==> src/shared/crc_pkg.sv <==
// Package: register map, field positions and types of the CRC generator
package crc_pkg;
    localparam int ADDR_W = 12;
    localparam logic [11:0] OFS_DATA = 12'h420;
    localparam logic [11:0] OFS_RESULT = 12'h430;
    localparam logic [11:0] OFS_CTRL = 12'ha00;
    localparam logic [11:0] OFS_POLY = 12'ha10;
    localparam logic [11:0] OFS_ISTAT = 12'ha40;
    localparam logic [11:0] OFS_IMASK = 12'ha50;
    // Alias operation in address bits 3:2
    localparam logic [1:0] OP_WRITE = 2'h0;
    localparam logic [1:0] OP_CLR = 2'h1;
    localparam logic [1:0] OP_SET = 2'h2;
    localparam logic [1:0] OP_INV = 2'h3;
    localparam logic [1:0] RESP_OKAY = 2'h0;
    localparam logic [1:0] RESP_SLVERR = 2'h2;
    localparam logic [31:0] DATA_RESET = 32'h0000_0000;
    localparam logic [31:0] RESULT_RESET = 32'h0000_0000;
    localparam logic [31:0] POLY_RESET = 32'h0000_0000;
    localparam logic [31:0] POLY_WMASK = 32'hffff_fffe;
    // Writable control bits: width, length, on, idle stop, isel..mode
    localparam logic [31:0] CTRL_WMASK = 32'h1f1f_a03c;
    localparam int FIFO_DEPTH = 16;
    localparam logic [4:0] CAP_BYTE = 5'h10;
    localparam logic [4:0] CAP_HALF = 5'h08;
    localparam logic [4:0] CAP_WORD = 5'h04;
    localparam logic [4:0] DW_BYTE_MAX = 5'h07;
    localparam logic [4:0] DW_HALF_MAX = 5'h0f;
    localparam int ISTAT_DONE = 0;

    typedef struct packed {
        logic [2:0] rsv_hi;
        logic [4:0] data_width_minus_one;
        logic [2:0] rsv_mid;
        logic [4:0] poly_length_minus_one;
        logic enable;
        logic rsv_14;
        logic idle_stop;
        logic [4:0] fifo_word_count;
        logic fifo_full_flag;
        logic fifo_empty_flag;
        logic interrupt_source_select;
        logic shifter_start;
        logic lsb_first_select;
        logic calc_alternate_select;
        logic [1:0] rsv_lo;
    } crc_ctrl_t;

    localparam crc_ctrl_t CTRL_RESET = 32'h0000_0040;
endpackage : crc_pkg

==> src/design/crc_gen.sv <==
// Programmable CRC generator with data FIFO and AXI4-Lite registers
`timescale 1ns/1ns
module crc_gen
    import crc_pkg::*;
(
    // Clock and reset
    input wire logic aclk,
    input wire logic aresetn,
    // Device power state
    input wire logic idle_mode,
    // AXI4-Lite write address and data
    input wire logic [ADDR_W-1:0] s_axi_awaddr,
    input wire logic s_axi_awvalid,
    output logic s_axi_awready,
    input wire logic [31:0] s_axi_wdata,
    input wire logic [3:0] s_axi_wstrb,
    input wire logic s_axi_wvalid,
    output logic s_axi_wready,
    // AXI4-Lite write response
    output logic [1:0] s_axi_bresp,
    output logic s_axi_bvalid,
    input wire logic s_axi_bready,
    // AXI4-Lite read
    input wire logic [ADDR_W-1:0] s_axi_araddr,
    input wire logic s_axi_arvalid,
    output logic s_axi_arready,
    output logic [31:0] s_axi_rdata,
    output logic [1:0] s_axi_rresp,
    output logic s_axi_rvalid,
    input wire logic s_axi_rready,
    // Interrupt
    output logic irq
);

    crc_ctrl_t ctrl_r;
    logic [31:0] poly_r, data_r, crc_r, istat_r, imask_r, rdata_r, shreg_r;
    logic awready_r, wready_r, bvalid_r, arready_r, rvalid_r, irq_r, busy_r;
    logic [1:0] bresp_r, rresp_r;
    logic [31:0] fifo_mem [FIFO_DEPTH];
    logic [3:0] wr_ptr_r, rd_ptr_r;
    logic [4:0] count_r, bitcnt_r;
    logic wr_fire, rd_fire;
    logic [11:0] wbase, rbase;
    logic [1:0] wop;
    logic [31:0] wmask_bytes;
    logic run, push, pop, fifo_full, fifo_empty;
    logic [4:0] cap;
    logic shift_bit, fb, last_bit, done_evt, empty_evt;
    logic [31:0] len_mask, crc_nxt, ctrl_rd, mapped_rd;
    logic w_map, r_map;

    // Alias operation applied to the writable bits of one register
    function automatic logic [31:0] apply_op(input logic [31:0] old,
        input logic [31:0] wd, input logic [1:0] op,
        input logic [31:0] wm);
        logic [31:0] v;
        unique case (op)
            OP_WRITE: v = wd;
            OP_CLR: v = old & ~wd;
            OP_SET: v = old | wd;
            OP_INV: v = old ^ wd;
        endcase
        return (old & ~wm) | (v & wm);
    endfunction : apply_op

    assign wr_fire = awready_r && s_axi_awvalid && wready_r &&
        s_axi_wvalid;
    assign rd_fire = arready_r && s_axi_arvalid;
    assign wbase = {s_axi_awaddr[11:4], 4'h0};
    assign wop = s_axi_awaddr[3:2];
    assign rbase = {s_axi_araddr[11:4], 4'h0};

    generate
        for (genvar gi = 0; gi < 4; gi++) begin : g_lane
            assign wmask_bytes[gi*8 +: 8] = {8{s_axi_wstrb[gi]}};
        end
    endgenerate

    assign w_map = (wbase == OFS_DATA) || (wbase == OFS_RESULT) ||
        (wbase == OFS_CTRL) || (wbase == OFS_POLY) ||
        (wbase == OFS_ISTAT) || (wbase == OFS_IMASK);

    // Running state: enabled and not halted by idle
    assign run = ctrl_r.enable &&
        !(ctrl_r.idle_stop && idle_mode);

    // FIFO capacity follows the data word width
    always_comb begin
        if (ctrl_r.data_width_minus_one <= DW_BYTE_MAX) begin
            cap = CAP_BYTE;
        end else if (ctrl_r.data_width_minus_one <= DW_HALF_MAX) begin
            cap = CAP_HALF;
        end else begin
            cap = CAP_WORD;
        end
    end

    assign fifo_full = (count_r >= cap);
    assign fifo_empty = (count_r == 5'h00);
    assign push = wr_fire && (wbase == OFS_DATA) && ctrl_r.enable &&
        !fifo_full;
    assign pop = run && ctrl_r.shifter_start && !busy_r && !fifo_empty;

    // FIFO storage
    always_ff @(posedge aclk) begin
        if (push) begin
            fifo_mem[wr_ptr_r] <= apply_op(data_r, s_axi_wdata, wop,
                wmask_bytes);
        end
    end

    always_ff @(posedge aclk) begin
        if (!aresetn || !ctrl_r.enable) begin
            wr_ptr_r <= 4'h0;
            rd_ptr_r <= 4'h0;
            count_r <= 5'h00;
        end else begin
            if (push) begin
                wr_ptr_r <= wr_ptr_r + 4'h1;
            end
            if (pop) begin
                rd_ptr_r <= rd_ptr_r + 4'h1;
            end
            if (push && !pop) begin
                count_r <= count_r + 5'h01;
            end else if (pop && !push) begin
                count_r <= count_r - 5'h01;
            end
        end
    end

    // Serial shifter: one data bit per cycle
    assign shift_bit = ctrl_r.lsb_first_select ? shreg_r[0] :
        shreg_r[ctrl_r.data_width_minus_one];
    assign last_bit = busy_r && (bitcnt_r == 5'h00);
    assign len_mask = 32'hffff_ffff >>
        (5'h1f - ctrl_r.poly_length_minus_one);

    always_comb begin
        // Alternate: direct form; legacy: augmented form
        if (ctrl_r.calc_alternate_select) begin
            fb = crc_r[ctrl_r.poly_length_minus_one] ^ shift_bit;
            crc_nxt = {crc_r[30:0], 1'b0};
        end else begin
            fb = crc_r[ctrl_r.poly_length_minus_one];
            crc_nxt = {crc_r[30:0], shift_bit};
        end
        if (fb) begin
            crc_nxt = crc_nxt ^ {poly_r[31:1], 1'b1};
        end
        crc_nxt = crc_nxt & len_mask;
    end

    always_ff @(posedge aclk) begin
        if (!aresetn) begin
            busy_r <= 1'b0;
            shreg_r <= 32'h0000_0000;
            bitcnt_r <= 5'h00;
        end else if (!ctrl_r.shifter_start || !ctrl_r.enable) begin
            busy_r <= 1'b0;
        end else if (run) begin
            if (pop) begin
                busy_r <= 1'b1;
                shreg_r <= fifo_mem[rd_ptr_r];
                bitcnt_r <= ctrl_r.data_width_minus_one;
            end else if (busy_r) begin
                if (ctrl_r.lsb_first_select) begin
                    shreg_r <= {1'b0, shreg_r[31:1]};
                end else begin
                    shreg_r <= {shreg_r[30:0], 1'b0};
                end
                bitcnt_r <= bitcnt_r - 5'h01;
                if (last_bit) begin
                    busy_r <= 1'b0;
                end
            end
        end
    end

    // Result register: software preset wins over a shift step
    always_ff @(posedge aclk) begin
        if (!aresetn) begin
            crc_r <= RESULT_RESET;
        end else if (wr_fire && wbase == OFS_RESULT) begin
            crc_r <= apply_op(crc_r, s_axi_wdata, wop,
                wmask_bytes);
        end else if (run && busy_r && ctrl_r.shifter_start) begin
            crc_r <= crc_nxt;
        end
    end

    // Interrupt events
    assign empty_evt = pop && (count_r == 5'h01) && !push;
    assign done_evt = run && ctrl_r.shifter_start && last_bit &&
        fifo_empty;

    always_ff @(posedge aclk) begin
        if (!aresetn) begin
            istat_r <= 32'h0000_0000;
        end else begin
            if (wr_fire && wbase == OFS_ISTAT) begin
                istat_r <= istat_r & ~(s_axi_wdata & wmask_bytes);
            end
            // Set wins over a simultaneous clear
            if (ctrl_r.interrupt_source_select ? empty_evt :
                done_evt) begin
                istat_r[ISTAT_DONE] <= 1'b1;
            end
        end
    end

    always_ff @(posedge aclk) begin
        if (!aresetn) begin
            irq_r <= 1'b0;
        end else begin
            irq_r <= |(istat_r & imask_r);
        end
    end

    // Software-written registers
    always_ff @(posedge aclk) begin
        if (!aresetn) begin
            ctrl_r <= CTRL_RESET;
            poly_r <= POLY_RESET;
            data_r <= DATA_RESET;
            imask_r <= 32'h0000_0000;
        end else if (wr_fire) begin
            unique case (wbase)
                OFS_CTRL: ctrl_r <= apply_op(ctrl_r, s_axi_wdata, wop,
                    CTRL_WMASK & wmask_bytes);
                OFS_POLY: poly_r <= apply_op(poly_r, s_axi_wdata, wop,
                    POLY_WMASK & wmask_bytes);
                OFS_DATA: data_r <= apply_op(data_r, s_axi_wdata, wop,
                    wmask_bytes);
                OFS_IMASK: imask_r <= apply_op(imask_r, s_axi_wdata,
                    wop, wmask_bytes);
                default: ;
            endcase
        end
    end

    // Control read view with live status fields
    always_comb begin
        crc_ctrl_t c;
        c = ctrl_r & CTRL_WMASK;
        c.fifo_word_count = count_r;
        c.fifo_full_flag = fifo_full;
        c.fifo_empty_flag = fifo_empty;
        ctrl_rd = c;
    end

    always_comb begin
        r_map = 1'b1;
        unique case (rbase)
            OFS_DATA: mapped_rd = data_r;
            OFS_RESULT: mapped_rd = crc_r;
            OFS_CTRL: mapped_rd = ctrl_rd;
            OFS_POLY: mapped_rd = poly_r & POLY_WMASK;
            OFS_ISTAT: mapped_rd = istat_r;
            OFS_IMASK: mapped_rd = imask_r;
            default: begin
                mapped_rd = 32'h0000_0000;
                r_map = 1'b0;
            end
        endcase
    end

    // AXI4-Lite write channel: take address and data together
    always_ff @(posedge aclk) begin
        if (!aresetn) begin
            awready_r <= 1'b0;
            wready_r <= 1'b0;
            bvalid_r <= 1'b0;
            bresp_r <= RESP_OKAY;
        end else if (wr_fire) begin
            awready_r <= 1'b0;
            wready_r <= 1'b0;
            bvalid_r <= 1'b1;
            bresp_r <= w_map ? RESP_OKAY : RESP_SLVERR;
        end else if (bvalid_r) begin
            if (s_axi_bready) begin
                bvalid_r <= 1'b0;
            end
        end else if (s_axi_awvalid && s_axi_wvalid) begin
            awready_r <= 1'b1;
            wready_r <= 1'b1;
        end
    end

    // AXI4-Lite read channel
    always_ff @(posedge aclk) begin
        if (!aresetn) begin
            arready_r <= 1'b0;
            rvalid_r <= 1'b0;
            rdata_r <= 32'h0000_0000;
            rresp_r <= RESP_OKAY;
        end else if (rd_fire) begin
            arready_r <= 1'b0;
            rvalid_r <= 1'b1;
            rdata_r <= mapped_rd;
            rresp_r <= r_map ? RESP_OKAY : RESP_SLVERR;
        end else if (rvalid_r) begin
            if (s_axi_rready) begin
                rvalid_r <= 1'b0;
            end
        end else if (s_axi_arvalid) begin
            arready_r <= 1'b1;
        end
    end

    assign s_axi_awready = awready_r;
    assign s_axi_wready = wready_r;
    assign s_axi_bvalid = bvalid_r;
    assign s_axi_bresp = bresp_r;
    assign s_axi_arready = arready_r;
    assign s_axi_rvalid = rvalid_r;
    assign s_axi_rdata = rdata_r;
    assign s_axi_rresp = rresp_r;
    assign irq = irq_r;
endmodule : crc_gen

==> config.mk <==
export PLATFORM = sky130hd
export DESIGN_NAME = crc_gen
export DESIGN_NICKNAME = d
export VERILOG_FILES = /design/src/shared/crc_pkg.sv /design/src/design/crc_gen.sv
export SDC_FILE = /design/constraint.sdc
export NUM_CORES = 1
export LEC_CHECK = 0
export ABC_CLOCK_PERIOD_IN_PS = 5700
export BUFFER_PORTS_ARGS = -buffer_cell sky130_fd_sc_hd__buf_4
export CORE_ASPECT_RATIO = 1.4
export CORE_MARGIN = 4
export CORE_UTILIZATION = 38
export DETAILED_ROUTE_END_ITERATION = 16
export PLACE_DENSITY_LB_ADDON = 0.08
export SETUP_SLACK_MARGIN = 0.05
export SLEW_MARGIN = 20
export SYNTH_ARGS = -nofsm -noshare
export SYNTH_HDL_FRONTEND = slang
export SYNTH_SLANG_ARGS = --single-unit
==> constraint.sdc <==
create_clock -name aclk -period 5.7 [get_ports aclk]
set_clock_uncertainty 0.1 [all_clocks]
set_input_delay 0.285 -clock aclk [delete_from_list [all_inputs] [get_ports aclk]]
set_output_delay 0.285 -clock aclk [all_outputs]
set_load 0.05 [all_outputs]
### Word level (Yosys, flattened, before mapping)

Memory sizes are Yosys's and may differ from the RTL's. A register that Yosys moved wholly into a read port is not among the register bits.
Cells that the tools add are included.

* memories: 1
* word-level logic and storage cells: 229
* bits in writable memories: 512
* bits of input ports: 68
* output and inout port bits: 42
* bits in registers: 284

Memories
* fifo_mem: depth 16, width 32, rd ports 1, clocked after memory_dff 1, write ports 1, line crc_gen.sv:39 `logic [31:0] fifo_mem [FIFO_DEPTH];`

* bitwise logic cells: 47
* reductions and logical operators: 59
* equal/unequal tests: 16
* shift-type cells: 1
* muxes and demuxes: 59
* add/sub/neg operators: 6
* magnitude comparators: 5

Operator list (number)
* $mux 32: 21
* $pmux 32 s4: 5
* $and 32x32->32: 19
* $or 32x32->32: 11
* $pmux 32 s6: 1
* $xor 32x32->32: 6
* $not 32->32: 4
* $eq 8x8->1 const B: 8
* $and 32x29->32: 1
* $eq 8x7->1 const B: 4
* $not 29->32: 1
* $reduce_or 32->1: 1
* $shr 32x5->32 const A: 1
* $mux 5: 5
* $logic_and 1x1->1: 24
* $mux 1: 20
* $lt 5x6->1 const B: 2
* $mux 4: 3
* $reduce_and 2->1: 6
* $bmux 1 s5: 2
* $logic_not 5->1: 2
* $sub 5x1->5 const B: 2
* $logic_not 1->1: 9
* $add 4x1->4 const B: 2
* other kinds (17): 33

### Longest topological paths before layout

* depth in word-level cells: 10
* depth in mapped cells: 13

### Worst setup path before layout

No wires, ideal clock.

* kind: register to register
* start point: register wready_r (netlist: s_axi_wready)
* end point: memory fifo_mem[3][0] (enable)
* period minus slack after synthesis: 5267 ps
* stages on the path, launching flop included: 8
* slack: 433 ps
* data required time: 5139 ps
* arrival: 4706 ps
* buffers on the path: 1
* path through: dfxtp_1 -> nand3_1 -> nor3_1 -> nand3b_1 -> clkbuf_1 -> a2111oi_2 -> nand2_1 -> nor3_1

* longest elaborated chain between the ends: 8

RTL lines
* start, declared: line crc_gen.sv:37 `logic awready_r, wready_r, bvalid_r, arready_r, rvalid_r, irq_r, busy_r;`
* start signal, assigned: line crc_gen.sv:272 `wready_r <= 1'b0;`
* start signal, assigned: line crc_gen.sv:277 `wready_r <= 1'b0;`
* start signal, assigned: line crc_gen.sv:286 `wready_r <= 1'b1;`
* $logic_and 1x1->1
* $logic_and 1x1->1 * (2 in a row): line crc_gen.sv:66 `assign wr_fire = awready_r && s_axi_awvalid && wready_r &&`
* $logic_and 1x1->1 * (3 in a row): line crc_gen.sv:100 `assign push = wr_fire && (wbase == OFS_DATA) && ctrl_r.enable &&`
* net push: line crc_gen.sv:46 `logic run, push, pop, fifo_full, fifo_empty;`
* $mux 1 *: line crc_gen.sv:106 `if (push) begin`
* $mux 1 (implied by the code) *: line crc_gen.sv:107 `fifo_mem[wr_ptr_r] <= apply_op(data_r, s_axi_wdata, wop,`
* end, declared: line crc_gen.sv:39

Mark *: on every way through the listed nets, which the timed path passes. The rest lies on a longest branch.

### Worst setup path after layout

* start point: register wready_r (netlist: s_axi_wready)
* end point: memory fifo_mem[11][23] (enable)

The elaborated chain is that of the path after synthesis.

==> impl_metrics.csv <==
group,metric,value,unit
layout,drive_gt1_share,20.32,%
hold_path,hold-path-cell-count,4,
worst_setup_path,r2r-end,"fifo_mem[11][23]",
hold_path,min_from,"idle_mode",
power,vdd.ir_drop.worst,0.0002202,V
logic_synthesis,synthArstFlopShare,0,%
placed_design,port_buffers,101,
cts,clk_path_buf_depth,3,
layout,stdcell_area,0.04674,sq mm
sta,setup_viol,0,
worst_setup_path,worstPathMaxFanout,13,
floorplanning,coreArea,0.1060,sq mm
placed_design,gp_congestion,0.8867,
sta,rsz0062_at_grt,"no",
logic_synthesis,synth_top_area_cell,"edfxtp_1",
global_route,antenna_found_initial,3,
route,wl,127.5,mm
sta,tightest_slew,1136,ps
worst_setup_path,r2r_start,"s_axi_wready",
cts,clock_sinks,781,
sta,tns,0,ps
sta,worst_slack,1494,ps
flow_run,max_cap_violations,0,
layout,final_util,44.08,%
floorplanning,io_pins,110,
logic_synthesis,yosysWarnings,0,
route,antenna_left,0,
floorplanning,rows,141,
sta,max-slew-margin-rel,24.27,%
route,first_pass_iters,7,
worst_setup_path,start_kind,"register",
global_route,grt_overflow_total,0,
logic_synthesis,synth.most_common_cell,"edfxtp_1",
logic_synthesis,synth_top_area_share,37.75,%
global_route,grt_pass1_vias,28546,
hold_path,hold_class,"primary input to register",
logic_synthesis,synth-edff-count,512,
logic_synthesis,synthTopCellsByCount,"edfxtp_1 (512), ha_1 (301), dfxtp_1 (269)",
floorplanning,die_area,0.1126,sq mm
route,vias,27786,
power,p_leak,16.39,nW
worst_setup_path,criticalPathCategory,"register to register",
cts,clockRootBuffer,"clkbuf_16",
sta,fin_crit,4206,ps
global_route,track_usage,22.40,%
logic_synthesis,ys_ff_latch,781,
outcome,status,"complete, no violations",
logic_synthesis,ys_seq_area_share,50.97,%
logic_synthesis,syn_area,0.04073,sq mm
worst_setup_path,startpoint,"s_axi_wready",
cts,cts_tree,"yes",
floorplanning,die-height,395.4,um
layout,fin_nets,3759,
cts,cts.htree.levels,3,
global_route,grt_pass1_wl,190.0,mm
route,drt_iter0_drc,1991,
worst_setup_path,cp.required,5930,ps
layout,areaGrowthSynthToFinish,14.75,%
hold_path,min_to,"busy_r",
worst_setup_path,r2r_setup_slack,1490,ps
logic_synthesis,synth.top_cells.by_area,"edfxtp_1 (38%), dfxtp_1 (13%), mux4_2 (10%), ha_1 (9.2%), a211oi_1 (4.3%)",
route,drc,0,
logic_synthesis,synth_ff_type,"edfxtp_1",
logic_synthesis,yosysUniqueCellTypes,66,
logic_synthesis,synth_cells,3302,
cts,clock_latency,670,ps
route,viasPerCell,5.680,
floorplanning,start_util,38.41,%
sta,period_share,73.78,%
logic_synthesis,avgSynthCellArea,12.33,sq um
power,p_total,0.01280,W
placed_design,place_hpwl,82.81,mm
cts,clkTransAtPathRegs,60,ps
worst_setup_path,r2r_cells,8,
global_route,grt_max_degree,118,
power,power-per-cell-area,274.0,mW/mm^2
floorplanning,die_w,284.7,um
sta,hold_viol,0,
sta,fmax,0.2378,GHz
sta,slew_viol_final,0,
placed_design,dpl_cell_area,0.04327,sq mm
route,wl_per_cell,26.06,um
worst_setup_path,critPathArrivalTime,4440,ps
cts,cts_buffers,85,
worst_setup_path,endpoint_kind,"register",
placed_design,dp_slack,1489,ps
metal layers:
metal / track usage (%) / vias up / part of all wire, %
met5: 0 / - / 0
met4: 8.828 / 0 / 3.9
met3: 2.634 / 198 / 4.2
met2: 40.37 / 722 / 52
met1: 27.29 / 14228 / 40
li1: - / 12638 / -
final cells by class:
type	count	area, sq um
fillers	9662	59290
flip-flops and latches	781	20770
multi-input cells	2099	18510
clock buffers	94	2191
repair buffers	231	1963
well taps	1430	1789
clock inverters	62	779.5
inverters	192	723.2
diodes	3	7.507
power by group:
group          leakage (nW)  switching (W)  internal, W
sequential             6.91     0.00000905      0.00606
clock                  1.46        0.00242      0.00355
combinational          8.02       0.000512     0.000256
total                  16.4        0.00294      0.00987
how the worst max path moves through the flow:
stage                       end  cells after the start
6_report       fifo_mem[11][23]                      8
5_1_grt        fifo_mem[11][23]                      8
4_1_cts        fifo_mem[11][23]                      8
3_5_place_dp   fifo_mem[11][21]                      8
3_3_place_gp   fifo_mem[11][21]                      8
2_1_floorplan    fifo_mem[3][0]                      7
critical path: stages (launching register included):
cell and delay (ps):
dfxtp_1 410, nand3_1 150, nor3_1 820, nand3b_1 290, a2111oi_2 500, buf_4 250
nand2_1 280, nor2_4 660, buf_4 390
cell families (layout without fill, tap and decap cells):
kind of cell / after synthesis / in the layout / synth area share (%)
xor+xnor: 42 / 42 / 0.9032
compound gates: 736 / 736 / 11.93
simple gates: 587 / 587 / 6.359
fa+ha+maj: 301 / 301 / 9.247
mux: 431 / 431 / 16.56
flops: 781 / 781 / 50.97
buf+inv: 423 / 579 / 4.018
other cells: 1 / 5 / 0.009207
cells in the final DEF (no fill, tap or decap), types with 35 or more instances in the layout:
master	instances
nand2_1	200
a211oi_1	234
dlygate4sd3_1	49
o21ai_0	127
dfxtp_1	264
clkbuf_16	85
a221oi_1	39
a21oi_1	168
inv_1	187
nand3_1	36
mux4_2	180
edfxtp_1	512
ha_1	301
mux2i_1	111
nor2_1	200
xnor2_1	35
mux2_2	139
buf_4	172
metrics by stage:
step                instances  hold WS, ps
floorplan                3303        272.0
global placement         4683        341.1
detailed placement       4684        340.8
CTS                      4889        82.76
global route             4889        120.8
finish                   4892        139.2
timing repair:
item,4_1_cts,5_1_grt
hold buffers,49,0
buffers inserted,0,0
hold endpoints to repair,42,0
gates resized for setup,0,0
Note: power is estimated with default switching activity, not from simulation.
